`src/design/scs_cfg.svh`:
```
// Purpose: constants of the sample clock source select block
// Assumes: word registers on APB, byte address is four times the index
// Notes: frequencies in hertz
`ifndef SCS_CFG_SVH
`define SCS_CFG_SVH

`define SCS_IDX_RATE 16'h4e20
`define SCS_IDX_CLKOUT 16'h4e8e
`define SCS_IDX_CLKFREQ 16'h4e8f
`define SCS_IDX_TERM 16'h4e98
`define SCS_IDX_REF 16'h4eac
`define SCS_IDX_MODE 16'h4ee8
`define SCS_ADDR_RATE ({`SCS_IDX_RATE, 2'b00})
`define SCS_ADDR_CLKOUT ({`SCS_IDX_CLKOUT, 2'b00})
`define SCS_ADDR_CLKFREQ ({`SCS_IDX_CLKFREQ, 2'b00})
`define SCS_ADDR_TERM ({`SCS_IDX_TERM, 2'b00})
`define SCS_ADDR_REF ({`SCS_IDX_REF, 2'b00})
`define SCS_ADDR_MODE ({`SCS_IDX_MODE, 2'b00})

`define SCS_MIN_RATE_HZ 32'h0000_03e8
`define SCS_REF_MIN_HZ 32'h000f_4240
`define SCS_REF_MAX_HZ 32'h0773_5940
`define SCS_REF_RESET_HZ 32'h0098_9680
`define SCS_OSC1_DEF_HZ 32'h05f5_e100
`define SCS_OSC2_DEF_HZ 32'h02fa_f080
`define SCS_DIV_MAX 32'h0000_ffff
`define SCS_PLL_POST 32'h0000_0100
`define SCS_PLL_NMAX 32'h0000_03ff
`define SCS_DIV_STEPS 6'h30

`endif

```
`src/design/scs_pkg.sv`:
```
// Purpose: types of the sample clock source select block
// Assumes: nothing beyond the constants header
// Notes: mode codes equal the values software writes
`default_nettype none
package scs_pkg;

  typedef enum logic [5:0] {
    SCS_MODE_OSC1 = 6'h02,
    SCS_MODE_OSC2 = 6'h04,
    SCS_MODE_PLL_EXT = 6'h20
  } scs_mode_t;

  typedef enum logic [1:0] {
    SCS_CALC_IDLE = 2'b00,
    SCS_CALC_STEP1 = 2'b01,
    SCS_CALC_STEP2 = 2'b10,
    SCS_CALC_DONE = 2'b11
  } scs_calc_t;

  typedef struct packed {
    scs_mode_t src;
    logic pll_bypass;
    logic pll_ref_ext;
    logic [15:0] divider;
    logic [9:0] pll_mult;
  } scs_clk_ctrl_t;

endpackage : scs_pkg
`default_nettype wire

```
`src/design/scs_divu.sv`:
```
// Purpose: iterative unsigned divider, one quotient bit per clock
// Assumes: den is never zero at start
// Notes: 48 steps; done pulses one cycle with quo valid
`timescale 1ns/1ps
`default_nettype none
`include "scs_cfg.svh"

module scs_divu
  import scs_pkg::*;
(
  input wire logic pclk,
  input wire logic presetn,
  input wire logic start,
  input wire logic [47:0] num,
  input wire logic [31:0] den,
  output logic done,
  output logic [47:0] quo
);

  logic [5:0] cnt_q;
  logic [47:0] quo_q;
  logic [32:0] rem_q;
  logic [31:0] den_q;
  logic done_q;
  logic [32:0] shifted;
  logic [32:0] trial;

  assign shifted = {rem_q[31:0], quo_q[47]};
  assign trial = shifted - {1'b0, den_q};

  always_ff @(posedge pclk or negedge presetn) begin
    if (!presetn) begin
      cnt_q <= 6'h00;
      quo_q <= 48'h0;
      rem_q <= 33'h0;
      den_q <= 32'h0;
    end else if (start) begin
      cnt_q <= `SCS_DIV_STEPS;
      quo_q <= num;
      rem_q <= 33'h0;
      den_q <= den;
    end else if (cnt_q != 6'h00) begin
      cnt_q <= cnt_q - 6'h01;
      if (!trial[32]) begin
        rem_q <= trial;
        quo_q <= {quo_q[46:0], 1'b1};
      end else begin
        rem_q <= shifted;
        quo_q <= {quo_q[46:0], 1'b0};
      end
    end
  end

  always_ff @(posedge pclk or negedge presetn) begin
    if (!presetn) begin
      done_q <= 1'b0;
    end else begin
      done_q <= (cnt_q == 6'h01) && !start;
    end
  end

  assign done = done_q;
  assign quo = quo_q;

endmodule : scs_divu
`default_nettype wire

```
`src/design/scs_top.sv`:
```
// Purpose: sample clock source selection and setup, APB register slave
// Assumes: APB master on pclk; fitted strap is asynchronous
// Notes: rate writes and accepted mode writes stall pready while dividers run
`timescale 1ns/1ps
`default_nettype none
`include "scs_cfg.svh"

module scs_top
  import scs_pkg::*;
#(
  parameter logic [31:0] OSC1_HZ = `SCS_OSC1_DEF_HZ,
  parameter logic [31:0] OSC2_HZ = `SCS_OSC2_DEF_HZ
)
(
  input wire logic pclk,
  input wire logic presetn,
  input wire logic psel,
  input wire logic penable,
  input wire logic pwrite,
  input wire logic [17:0] paddr,
  input wire logic [31:0] pwdata,
  output logic [31:0] prdata,
  output logic pready,
  output logic pslverr,
  input wire logic second_osc_fitted,
  output scs_clk_ctrl_t clk_ctrl,
  output logic clock_out_drive,
  output logic term_50_on
);

  function automatic logic [31:0] f_clamp(input logic [31:0] v,
                                          input logic [31:0] lo,
                                          input logic [31:0] hi);
    f_clamp = (v < lo) ? lo : ((v > hi) ? hi : v);
  endfunction : f_clamp

  function automatic logic f_is_osc(input scs_mode_t m);
    f_is_osc = (m == SCS_MODE_OSC1) || (m == SCS_MODE_OSC2);
  endfunction : f_is_osc

  logic fit_s1_q;
  logic fit_s2_q;
  scs_mode_t mode_q;
  logic [31:0] rate_req_q;
  logic [31:0] rate_act_q;
  logic [15:0] div_q;
  logic [9:0] mult_q;
  logic [31:0] ref_q;
  logic clk_out_en_q;
  logic term_q;
  logic [31:0] prdata_q;
  logic pready_q;
  logic pslverr_q;
  scs_calc_t calc_q;
  scs_mode_t c_mode_q;
  logic [31:0] c_req_q;
  logic [15:0] c_div_q;
  logic [9:0] c_mult_q;
  logic [31:0] c_act_q;
  scs_clk_ctrl_t clk_ctrl_q;
  logic clock_out_drive_q;
  logic term_50_on_q;

  logic access;
  logic xfer;
  logic hit_rate;
  logic hit_mode;
  logic hit_clkout;
  logic hit_freq;
  logic hit_term;
  logic hit_ref;
  logic mode_ok;
  logic ref_ok;
  logic needs_calc;
  logic go;
  scs_mode_t st_mode;
  logic [31:0] st_req;
  logic [31:0] st_osc;
  logic [31:0] c_osc;
  logic div_start;
  logic [47:0] div_num;
  logic [31:0] div_den;
  logic div_done;
  logic [47:0] div_quo;
  logic [31:0] q_sat;
  logic [31:0] d_pick;
  logic [31:0] n_pick;
  logic [32:0] d_low;
  logic [15:0] div_sel;
  logic bad_wr;
  logic [31:0] rd_val;

  assign access = psel && penable;
  assign xfer = access && pready_q;
  assign hit_rate = (paddr == `SCS_ADDR_RATE);
  assign hit_mode = (paddr == `SCS_ADDR_MODE);
  assign hit_clkout = (paddr == `SCS_ADDR_CLKOUT);
  assign hit_freq = (paddr == `SCS_ADDR_CLKFREQ);
  assign hit_term = (paddr == `SCS_ADDR_TERM);
  assign hit_ref = (paddr == `SCS_ADDR_REF);
  // absent second oscillator refused
  assign mode_ok = (pwdata == 32'h0000_0002) ||
                   ((pwdata == 32'h0000_0004) && fit_s2_q) ||
                   (pwdata == 32'h0000_0020);
  assign ref_ok = (pwdata >= `SCS_REF_MIN_HZ) &&
                  (pwdata <= `SCS_REF_MAX_HZ);
  assign needs_calc = pwrite && (hit_rate || (hit_mode && mode_ok));
  assign go = access && !pready_q && (calc_q == SCS_CALC_IDLE) &&
              needs_calc;

  // mode write recomputes with the stored request
  assign st_mode = hit_mode ? scs_mode_t'(pwdata[5:0]) : mode_q;
  assign st_req = f_clamp(hit_rate ? pwdata : rate_req_q,
                          `SCS_MIN_RATE_HZ, OSC1_HZ);
  assign st_osc = (st_mode == SCS_MODE_OSC2) ? OSC2_HZ : OSC1_HZ;
  assign c_osc = (c_mode_q == SCS_MODE_OSC2) ? OSC2_HZ : OSC1_HZ;

  // rounded quotient saturated to the setting range
  assign q_sat = (div_quo[47:32] != 16'h0) ? 32'hffff_ffff : div_quo[31:0];
  assign d_pick = f_clamp(q_sat, 32'h0000_0001, `SCS_DIV_MAX);
  assign n_pick = f_clamp(q_sat, 32'h0000_0001, `SCS_PLL_NMAX);
  // divider too large would fall under the minimum rate
  assign d_low = {1'b0, d_pick} * 33'd1000;
  assign div_sel = (d_low > {1'b0, c_osc} && d_pick != 32'h0000_0001) ?
                   d_pick[15:0] - 16'h0001 : d_pick[15:0];

  always_comb begin
    div_start = 1'b0;
    div_num = 48'h0;
    div_den = 32'h0000_0001;
    if (go) begin
      div_start = 1'b1;
      if (f_is_osc(st_mode)) begin
        div_num = {16'h0, st_osc} + {17'h0, st_req[31:1]};
        div_den = st_req;
      end else begin
        div_num = ({16'h0, st_req} << 8) + {17'h0, ref_q[31:1]};
        div_den = ref_q;
      end
    end else if ((calc_q == SCS_CALC_STEP1) && div_done) begin
      div_start = 1'b1;
      // second pass uses the setting picked this cycle
      if (f_is_osc(c_mode_q)) begin
        div_num = {16'h0, c_osc} + {33'h0, div_sel[15:1]};
        div_den = {16'h0, div_sel};
      end else begin
        div_num = {16'h0, ref_q} * {38'h0, n_pick[9:0]} +
                  {16'h0, `SCS_PLL_POST >> 1};
        div_den = `SCS_PLL_POST;
      end
    end
  end

  scs_divu u_divu (
    .pclk(pclk),
    .presetn(presetn),
    .start(div_start),
    .num(div_num),
    .den(div_den),
    .done(div_done),
    .quo(div_quo)
  );

  always_ff @(posedge pclk or negedge presetn) begin
    if (!presetn) begin
      fit_s1_q <= 1'b0;
      fit_s2_q <= 1'b0;
    end else begin
      fit_s1_q <= second_osc_fitted;
      fit_s2_q <= fit_s1_q;
    end
  end

  // setting search: step1 finds divider or PLL multiplier, step2 the achieved rate
  always_ff @(posedge pclk or negedge presetn) begin
    if (!presetn) begin
      calc_q <= SCS_CALC_IDLE;
      c_mode_q <= SCS_MODE_OSC1;
      c_req_q <= 32'h0;
      c_div_q <= 16'h0001;
      c_mult_q <= 10'h001;
      c_act_q <= 32'h0;
    end else begin
      case (calc_q)
        SCS_CALC_IDLE: begin
          if (go) begin
            calc_q <= SCS_CALC_STEP1;
            c_mode_q <= st_mode;
            c_req_q <= hit_rate ? pwdata : rate_req_q;
          end
        end
        SCS_CALC_STEP1: begin
          if (div_done) begin
            calc_q <= SCS_CALC_STEP2;
            c_div_q <= div_sel;
            c_mult_q <= n_pick[9:0];
          end
        end
        SCS_CALC_STEP2: begin
          if (div_done) begin
            calc_q <= SCS_CALC_DONE;
            c_act_q <= q_sat;
          end
        end
        SCS_CALC_DONE: begin
          calc_q <= SCS_CALC_IDLE;
        end
        default: begin
          calc_q <= SCS_CALC_IDLE;
        end
      endcase
    end
  end

  assign bad_wr = (hit_mode && !mode_ok) || (hit_ref && !ref_ok) ||
                  hit_freq ||
                  (hit_clkout && pwdata[0] && !f_is_osc(mode_q));

  always_comb begin
    rd_val = 32'h0;
    if (hit_mode) begin
      rd_val = {26'h0, mode_q};
    end else if (hit_rate) begin
      rd_val = rate_act_q;
    end else if (hit_clkout) begin
      rd_val = {31'h0, clk_out_en_q};
    end else if (hit_freq) begin
      rd_val = clock_out_drive_q ? rate_act_q : 32'h0;
    end else if (hit_term) begin
      rd_val = {31'h0, term_q};
    end else if (hit_ref) begin
      rd_val = ref_q;
    end
  end

  // answer: one wait state, or when the setting search ends
  always_ff @(posedge pclk or negedge presetn) begin
    if (!presetn) begin
      pready_q <= 1'b0;
      pslverr_q <= 1'b0;
      prdata_q <= 32'h0;
    end else if (xfer) begin
      pready_q <= 1'b0;
      pslverr_q <= 1'b0;
      prdata_q <= 32'h0;
    end else if (calc_q == SCS_CALC_DONE) begin
      pready_q <= 1'b1;
      pslverr_q <= 1'b0;
    end else if (access && !needs_calc && calc_q == SCS_CALC_IDLE) begin
      pready_q <= 1'b1;
      prdata_q <= pwrite ? 32'h0 : rd_val;
      pslverr_q <= pwrite ? (bad_wr || !(hit_mode || hit_rate || hit_ref ||
                   hit_clkout || hit_term)) :
                   !(hit_mode || hit_rate || hit_ref || hit_clkout ||
                   hit_term || hit_freq);
    end
  end

  // registers change only at the completing edge
  always_ff @(posedge pclk or negedge presetn) begin
    if (!presetn) begin
      mode_q <= SCS_MODE_OSC1;
      rate_req_q <= OSC1_HZ;
      rate_act_q <= OSC1_HZ;
      div_q <= 16'h0001;
      mult_q <= 10'h001;
    end else if (xfer && pwrite && needs_calc) begin
      mode_q <= c_mode_q;
      rate_req_q <= c_req_q;
      rate_act_q <= c_act_q;
      div_q <= c_div_q;
      mult_q <= c_mult_q;
    end
  end

  always_ff @(posedge pclk or negedge presetn) begin
    if (!presetn) begin
      ref_q <= `SCS_REF_RESET_HZ;
      clk_out_en_q <= 1'b0;
      term_q <= 1'b0;
    end else if (xfer && pwrite && !pslverr_q) begin
      if (hit_ref) begin
        ref_q <= pwdata;
      end
      if (hit_clkout) begin
        clk_out_en_q <= pwdata[0];
      end
      if (hit_term) begin
        term_q <= pwdata[0];
      end
    end
  end

  always_ff @(posedge pclk or negedge presetn) begin
    if (!presetn) begin
      clk_ctrl_q <= '{SCS_MODE_OSC1, 1'b1, 1'b0, 16'h0001, 10'h001};
      clock_out_drive_q <= 1'b0;
      term_50_on_q <= 1'b0;
    end else begin
      clk_ctrl_q.src <= mode_q;
      clk_ctrl_q.pll_bypass <= f_is_osc(mode_q);
      clk_ctrl_q.pll_ref_ext <= (mode_q == SCS_MODE_PLL_EXT);
      clk_ctrl_q.divider <= div_q;
      clk_ctrl_q.pll_mult <= mult_q;
      clock_out_drive_q <= clk_out_en_q && f_is_osc(mode_q);
      term_50_on_q <= term_q && (mode_q == SCS_MODE_PLL_EXT);
    end
  end

  assign prdata = prdata_q;
  assign pready = pready_q;
  assign pslverr = pslverr_q;
  assign clk_ctrl = clk_ctrl_q;
  assign clock_out_drive = clock_out_drive_q;
  assign term_50_on = term_50_on_q;

  property p_bad_mode;
    @(posedge pclk) disable iff (!presetn)
    xfer && pwrite && hit_mode && !mode_ok |-> pslverr_q ##1 $stable(mode_q);
  endproperty
  a_bad_mode: assert property (p_bad_mode)
    else $error("bad mode taken");

  property p_osc_bypass;
    @(posedge pclk) disable iff (!presetn)
    f_is_osc(mode_q) |=>
      clk_ctrl_q.pll_bypass && clk_ctrl_q.src == $past(mode_q);
  endproperty
  a_osc_bypass: assert property (p_osc_bypass)
    else $error("pll not bypassed");

  property p_pll_ext;
    @(posedge pclk) disable iff (!presetn)
    mode_q == SCS_MODE_PLL_EXT |=>
      clk_ctrl_q.pll_ref_ext && !clk_ctrl_q.pll_bypass;
  endproperty
  a_pll_ext: assert property (p_pll_ext)
    else $error("pll ref not external");

  property p_clkout;
    @(posedge pclk) disable iff (!presetn)
    clock_out_drive_q |->
      $past(clk_out_en_q) && $past(mode_q) != SCS_MODE_PLL_EXT;
  endproperty
  a_clkout: assert property (p_clkout)
    else $error("clock out not internal");

  property p_term_on;
    @(posedge pclk) disable iff (!presetn)
    term_q && mode_q == SCS_MODE_PLL_EXT |=> term_50_on_q;
  endproperty
  a_term_on: assert property (p_term_on)
    else $error("termination missing");

  property p_term_off;
    @(posedge pclk) disable iff (!presetn)
    mode_q != SCS_MODE_PLL_EXT |=> !term_50_on_q;
  endproperty
  a_term_off: assert property (p_term_off)
    else $error("termination as output");

  property p_min_rate;
    @(posedge pclk) disable iff (!presetn)
    xfer && pwrite && hit_rate |=> rate_act_q >= `SCS_MIN_RATE_HZ;
  endproperty
  a_min_rate: assert property (p_min_rate)
    else $error("rate under minimum");

  property p_ref_rej;
    @(posedge pclk) disable iff (!presetn)
    xfer && pwrite && hit_ref && !ref_ok |-> pslverr_q ##1 $stable(ref_q);
  endproperty
  a_ref_rej: assert property (p_ref_rej)
    else $error("bad reference taken");

  property p_calc_time;
    @(posedge pclk) disable iff (!presetn)
    go |-> ##[100:103] pready_q;
  endproperty
  a_calc_time: assert property (p_calc_time)
    else $error("rate answer late");

endmodule : scs_top
`default_nettype wire

```
`config.mk`:
```
export PLATFORM = sky130hd
export DESIGN_NAME = scs_top
export DESIGN_NICKNAME = d
export VERILOG_FILES = /design/src/design/scs_pkg.sv /design/src/design/scs_divu.sv /design/src/design/scs_top.sv
export VERILOG_INCLUDE_DIRS = /design/src /design/src/design
export SDC_FILE = /design/constraint.sdc
export NUM_CORES = 2
export LEC_CHECK = 0
export BUFFER_PORTS_ARGS = -buffer_cell sky130_fd_sc_hd__buf_4
export CAP_MARGIN = 20
export CORE_UTILIZATION = 30
export CTS_CLUSTER_DIAMETER = 150
export CTS_CLUSTER_SIZE = 40
export DETAILED_ROUTE_END_ITERATION = 6
export PLACE_DENSITY_LB_ADDON = 0.2
export SLEW_MARGIN = 30
export SYNTH_ARGS = -nofsm -noshare
export SYNTH_HDL_FRONTEND = slang
export SYNTH_HIERARCHICAL = 1
export SYNTH_SLANG_ARGS = --single-unit
```
`constraint.sdc`:
```
create_clock -name pclk -period 11.9 [get_ports pclk]
set_clock_uncertainty 0.2 [all_clocks]
set_input_delay 0.595 -clock pclk [delete_from_list [all_inputs] [get_ports pclk]]
set_output_delay 0.595 -clock pclk [all_outputs]
set_load 0.02 [all_outputs]
```
# Word-level counts from Yosys, hierarchy flattened
# Cells that the tools add are included.
dict set report word_totals {
  reg_bits 419
  out_inout_bits 70
  word_cells 186
}
dict set report classes {
  add_sub_neg 7
  n_mul 2
  order_cmp 8
  n_eq_ne 25
  mux 52
  n_reduce_logical 61
}
# cell count
set op_table {}
lappend op_table {{32-bit two-way mux} 22}
lappend op_table {{48-bit two-way mux} 3}
lappend op_table {{18-bit by 17-bit == test with 1-bit output, second input constant} 6}
lappend op_table {{43-bit two-way mux} 2}
lappend op_table {{27-bit two-way mux} 2}
lappend op_table {{16-bit two-way mux} 3}
lappend op_table {{42-bit by 8-bit adder with 43-bit output, second input constant} 1}
lappend op_table {{32-bit by 10-bit multiplier with 42-bit output} 1}
lappend op_table {{40-bit by 31-bit adder with 41-bit output} 1}
lappend op_table {{41-bit two-way mux} 1}
lappend op_table {{33-bit by 27-bit > comparator with 1-bit output} 1}
lappend op_table {{33-bit by 32-bit subtractor with 33-bit output} 1}
lappend op_table {{27-bit by 31-bit adder with 32-bit output} 1}
lappend op_table {{32-bit by 2-bit == test with 1-bit output, second input constant} 1}
lappend op_table {{32-bit by 3-bit == test with 1-bit output, second input constant} 1}
lappend op_table {{32-bit by 6-bit == test with 1-bit output, second input constant} 1}
lappend op_table {{32-bit by 20-bit >= comparator with 1-bit output, second input constant} 1}
lappend op_table {{32-bit by 10-bit > comparator with 1-bit output, second input constant} 1}
lappend op_table {{32-bit by 16-bit > comparator with 1-bit output, second input constant} 1}
lappend op_table {{32-bit by 27-bit > comparator with 1-bit output, second input constant} 1}
lappend op_table {{32-bit by 27-bit less-or-equal comparator with 1-bit output, second input constant} 1}
lappend op_table {{32-bit by 1-bit < comparator with 1-bit output, second input constant} 1}
lappend op_table {{32-bit by 10-bit < comparator with 1-bit output, second input constant} 1}
lappend op_table {{32-bit by 7-bit multiplier with 30-bit output, second input constant} 1}
lappend op_table {{other kinds (27)} 99}

# Depth between registers and ports, before layout
dict set report logic_depth {
  depth_word 14
  ltp_mapped 46
  depth_no_buf 42
}

# Hierarchy
# The synthesis kept the hierarchy.
# module instances cells_per_inst area_each_um2
set modules_own_cells {}
lappend modules_own_cells {scs_top 1 3218 30815.8}
lappend modules_own_cells {scs_divu 1 793 7173.1}

# Worst setup path after synthesis
# Ideal clock, no wire load.
dict set report synth_timing {
  path_kind {register to register}
  from {register u_divu.quo_q[34] (netlist: u_divu/quo[34])}
  to {register u_divu.quo_q[10] (netlist: u_divu/quo[10])}
  setup_time_ns 0.132
  t_arrival_ns 9.347
  required_time_ns 11.568
  setup_slack_ns 2.221
  stages_incl_launch_ff 43
  path_buffers 4
  synth_period_minus_slack_ns 9.679
  cell_sequence {dfrtp_1 -> nor4_1 -> nand4_1 -> or3_1 -> clkbuf_1 -> clkbuf_1 -> nor2_1 -> fa_1 -> fa_1 -> fa_1 -> fa_1 -> inv_1 -> ha_1 -> a21o_1 -> a2bb2oi_1 -> nand2_2 -> o21ai_0 -> or3b_2 -> (+7 left out) -> a211o_1 -> a21o_1 -> buf_4 -> buf_2 -> or2_2 -> xnor2_1 -> inv_1 -> ha_1 -> a21oi_1 -> nor3_1 -> a21oi_1 -> a2bb2oi_1 -> o32ai_1 -> xnor2_1 -> o21ai_1 -> o21ai_1 -> nand2_1 -> o21ai_1}
}
dict set report synth_between {
  elab_chain_len 14
  word_cells_on_any_way 22
}
# item line_no
set synth_lines {}
lappend synth_lines {{start: declaration} scs_divu.sv:21} ;# logic [47:0] quo_q;
lappend synth_lines {{start signal: assignment} scs_divu.sv:39} ;# quo_q <= num;
lappend synth_lines {{start signal: assignment} scs_divu.sv:46} ;# quo_q <= {quo_q[46:0], 1'b1};
lappend synth_lines {{start signal: assignment} scs_divu.sv:49} ;# quo_q <= {quo_q[46:0], 1'b0};
lappend synth_lines {{16-bit nonzero test (*)} scs_top.sv:119} ;# assign q_sat = (div_quo[47:32] != 16'h0) ? 32'hffff_ffff : div_quo[31:0];
lappend synth_lines {{32-bit two-way mux (*)} scs_top.sv:119}
lappend synth_lines {{32-bit by 16-bit > comparator with 1-bit output} scs_top.sv:34} ;# f_clamp = (v < lo) ? lo : ((v > hi) ? hi : v);
lappend synth_lines {{32-bit two-way mux} scs_top.sv:34}
lappend synth_lines {{32-bit two-way mux (*)} scs_top.sv:34}
lappend synth_lines {{32-bit by 7-bit multiplier with 30-bit output} scs_top.sv:123} ;# assign d_low = {1'b0, d_pick} * 33'd1000;
lappend synth_lines {{33-bit by 27-bit > comparator with 1-bit output} scs_top.sv:124} ;# assign div_sel = (d_low > {1'b0, c_osc} && d_pick != 32'h0000_0001) ?
lappend synth_lines {{1-bit logical AND} scs_top.sv:124}
lappend synth_lines {{16-bit two-way mux (*)} scs_top.sv:124}
lappend synth_lines {{net div_sel[9]} scs_top.sv:89} ;# logic [15:0] div_sel;
lappend synth_lines {{27-bit by 15-bit adder with 28-bit output (*)} scs_top.sv:144} ;# div_num = {16'h0, c_osc} + {33'h0, div_sel[15:1]};
lappend synth_lines {{43-bit two-way mux (*)} scs_top.sv:143} ;# if (f_is_osc(c_mode_q)) begin
lappend synth_lines {{43-bit two-way mux (*)} scs_top.sv:140} ;# end else if ((calc_q == SCS_CALC_STEP1) && div_done) begin
lappend synth_lines {{48-bit two-way mux (*)} scs_top.sv:131} ;# if (go) begin
lappend synth_lines {{net div_num[10]} scs_top.sv:81} ;# logic [47:0] div_num;
lappend synth_lines {{48-bit two-way mux (*)} scs_divu.sv:37} ;# end else if (start) begin
# The timed path passes the listed nets; every way through them passes the cells marked *.
# A chain may end at the register's enable or synchronous reset.

# Worst setup path in the final report
dict set report layout_timing {
  from {register u_divu.quo_q[39] (netlist: u_divu/quo[39])}
  to {register u_divu.quo_q[10] (netlist: u_divu/quo[10])}
}
# Same word-level chain as after synthesis.

==> out/metrics.cfg <==
[run_status]
status=complete, no violations

[global_route]
grtUsageTotal_pct=20.09
grt_pass1_vias=29770
grt_max_degree=133
overflow=0
grt_pass1_wl_um=194500
antenna_found_initial=10

[synthesis]
ys_async_sr_fraction_pct=100.0
ys_warn_count=6
synth_seq_cells=419
synthesis.instances=4011
synth_ff_type=dfrtp_1
netlist_area_um2=37990
yosysUniqueCellTypes=97
synth_edf_count=0
ys_seq_area_share_pct=27.74
syn_avg_cell_area_um2=9.471

[floorplan]
io_pins=126
coreArea_um2=125600
fp.dieH_um=357.9
fp.dieW_um=357.9
start_util_pct=30.25
die_area_um2=128100
rows=130

[power]
intPower_uw=2867
leakagePower_uw=0.02053
combPwrFrac_pct=42.9
p_sw_share_pct=40.76
p_clk_share_pct=18.6
ir_drop_uv=95.17
switchingPower_uw=1973
pwr_density_cell_nw_per_um2=115.6
p_total_uw=4840
power_frac_seq_pct=38.5

[hold_path]
holdCritPathClass=in2reg
min-delay-start=pwdata[22]
min_delay_path_depth=2
worstHoldEndpoint=ref_q[22]

[placement]
gp_congestion=0.9248
post-dp-hpwl_um=98370
portBuffers=125

[detailed_routing]
first_iter_violations=2206
firstDrtPassIters=5
drt_wl_total_um=129500
drt-vias-per-instance=5.138
ant_nets=0
drcViolationCount=0
route.vias.total=29660
routedWlPerCell_um=22.43

[final_layout]
layout-drive-gt1-share_pct=11.16
nets=4784
syn2layout_area_growth_pct=10.24

[critical_path]
reg2reg_slack_ns=1.21
cp-end-kind=register
startpoint_type=register
r2r_cells=39
critPathMostFrequentCell=fa_1
slowest_stage=nor2_1
path_max_fanout=18
required_ns=12.18
reg2reg_to=u_divu/quo[10]
rr_startpoint=u_divu/quo[39]
crit_arrival_ns=10.97
cpPeakStageDelay_ns=0.77
path_class=reg2reg

[timing]
timing.final.crit_share_pct=89.80
relSlewSlack_pct=31.60
hold_violations=0
fmax_ghz=0.09358
grt_setup_unrepaired=no
setup_viol=0
tns_ns=0
tightest_slew_ns=1.015
finalCriticalPeriod_ns=10.69
slew_violations=0

[clock_network]
ctsHtreeMaxLevel=1
numCtsBuffers=18
clockBufferDepth=3
clock_sinks=419
cts_root_buf=clkbuf_16
clk_latency_ns=0.63
postCtsSetupRepairBufs=0
clkSlewWorstSetupHoldPaths_ns=0.16
cts_tree=yes

[flow_run]
max-cap-violations=0

==> flip-flops by register name (all words and copies together) (netlist names), 16 cells and up <==
name and flops:
u_divu/den_q 32, c_req_q 32, u_divu/rem_q 32, prdata 32
rate_req_q 32, div_q 16, c_act_q 32, c_div_q 16
ref_q 32, rate_act_q 32, u_divu/quo 48, clk_ctrl 34
==> Yosys cell counts, types with 6 or more instances <==
library cell | instances | area share (%)
a31oi_1 | 15 | 0.25
dfstp_2 | 42 | 2.9
o21ai_0 | 174 | 2.3
o31ai_1 | 45 | 0.89
a211oi_1 | 19 | 0.38
mux2_2 | 154 | 4.6
a2bb2oi_1 | 7 | 0.16
o221ai_1 | 10 | 0.23
buf_1 | 13 | 0.13
nand2_1 | 563 | 5.6
ha_1 | 278 | 9.2
a21o_1 | 51 | 1.0
a21oi_1 | 156 | 2.1
nand2b_1 | 41 | 0.68
and3_1 | 22 | 0.36
dfrtp_1 | 377 | 25
clkbuf_1 | 168 | 1.7
o22ai_1 | 11 | 0.18
o211ai_1 | 17 | 0.34
o21a_1 | 26 | 0.51
nor2_1 | 165 | 1.6
a21boi_0 | 7 | 0.14
fa_1 | 340 | 18
o22a_1 | 31 | 0.71
inv_1 | 370 | 3.7
o21bai_1 | 15 | 0.30
and2_1 | 137 | 2.3
nor4_1 | 28 | 0.46
nor4b_1 | 6 | 0.14
nand4_1 | 21 | 0.35
a22oi_1 | 28 | 0.55
nand3_1 | 46 | 0.61
and4_1 | 7 | 0.16
a211o_1 | 12 | 0.28
buf_2 | 8 | 0.11
nor2b_1 | 28 | 0.46
nand3b_1 | 11 | 0.22
or3_1 | 13 | 0.21
xnor2_1 | 87 | 2.0
nor3b_1 | 8 | 0.16
o21ai_1 | 103 | 1.4
nor3_1 | 61 | 0.80
xor2_1 | 43 | 0.99
mux2i_1 | 129 | 3.4
or4_1 | 8 | 0.16
==> kinds of logic (layout without fill, tap and decap cells) <==
| kind of cell | after synthesis | in the layout | share of synthesized area, % |
|---|---|---|---|
| simple gates | 1196 | 1196 | 14.92 |
| buf+inv | 565 | 602 | 5.718 |
| flops | 419 | 419 | 27.74 |
| compound gates | 795 | 795 | 13.39 |
| mux | 283 | 283 | 7.964 |
| other cells | 2 | 77 | 0.01977 |
| xor+xnor | 133 | 133 | 3.185 |
| fa+ha+maj | 618 | 618 | 27.07 |
==> final cells by class <==
cell class,instances,area [µm²]
multi-input cells,3101,25630
repair buffers,200,1574
clock buffers,23,490.5
clock inverters,9,185.2
inverters,370,1389
fillers,13020,83690
diodes,1,2.502
well taps,1650,2064
flip-flops and latches,419,10540
==> repair_timing <==
action                                 in CTS  in global routing
hold buffers                                5                  0
endpoints found under the hold margin      87                  0
resized for setup                           0                  0
==> critical path: cells and delay by family (launching register included) <==
kind,cells,cell delay [ns]
flops,1,0.42
xor+xnor,3,0.61
fa+ha+maj,7,3.02
simple gates,13,3.53
buf+inv,3,0.35
compound gates,13,2.39
==> power by group through the flow <==
| stage | Clock (µW) | Sequential [µW] | Combinational (µW) |
|---|---|---|---|
| 2_1_floorplan | 0 | 1810 | 1610 |
| 3_3_place_gp | 0 | 1890 | 2000 |
| 3_5_place_dp | 0 | 1890 | 2010 |
| 4_1_cts | 943 | 1860 | 2010 |
| 5_1_grt | 980 | 1890 | 2330 |
| 6_report | 900 | 1860 | 2080 |
==> routing by layer <==
layer / routed length [µm] / up-vias / share of wire [%] / GRT usage (%)
li1: - / 13700 / - / -
met1: 61210 / 15080 / 47 / 28.95
met2: 58440 / 757 / 45 / 32.03
met3: 6650 / 127 / 5.1 / 2.209
met4: 3162 / 0 / 2.4 / 4.860
met5: 0 / - / 0 / 0
==> worst max path at each step <==
stage / startpoint / endpoint / slack (ns)
final: u_divu/quo[39] / u_divu/quo[10] / 1.21
after global routing: u_divu/quo[40] / u_divu/quo[10] / 0.49
after CTS: u_divu/quo[39] / u_divu/quo[10] / 1.24
after detailed placement: u_divu/quo[39] / u_divu/quo[10] / 1.30
after global placement: u_divu/quo[33] / u_divu/quo[10] / 1.48
after floorplan: u_divu/quo[34] / u_divu/quo[10] / 2.22
==> stage by stage <==
| stage | hold WS, ns | area [µm²] | cells | worst slack [ns] | util, % |
|---|---|---|---|---|---|
| after floorplan | 0.09941 | 38270 | 4085 | 2.221 | - |
| after global placement | 0.1340 | 41080 | 5733 | 1.478 | 32.72 |
| after detailed placement | 0.1379 | 41090 | 5733 | 1.302 | 32.72 |
| after CTS | 0.001559 | 41820 | 5770 | 1.236 | 33.30 |
| after global routing | 0.008436 | 41880 | 5772 | 0.4890 | 33.35 |
| final | 0.02568 | 41880 | 5773 | 1.214 | 33.35 |
==> placed cells by master (no fill, tap or decap), types with 21 or more instances in the layout <==
master,count
nand2_1,558
dfrtp_1,377
inv_1,370
fa_1,340
ha_1,278
buf_4,189
o21ai_0,173
nor2_1,163
a21oi_1,155
mux2_2,154
and2_1,137
mux2i_1,129
o21ai_1,103
xnor2_1,87
conb_1,76
nor3_1,61
a21o_1,51
o31ai_1,45
nand3_1,44
xor2_1,43
dfstp_2,42
nand2b_1,41
o22a_1,31
nor4_1,28
nor2b_1,28
a22oi_1,28
o21a_1,26
and3_1,22
nand4_1,21
No activity file was read; power rests on OpenSTA's default activity.
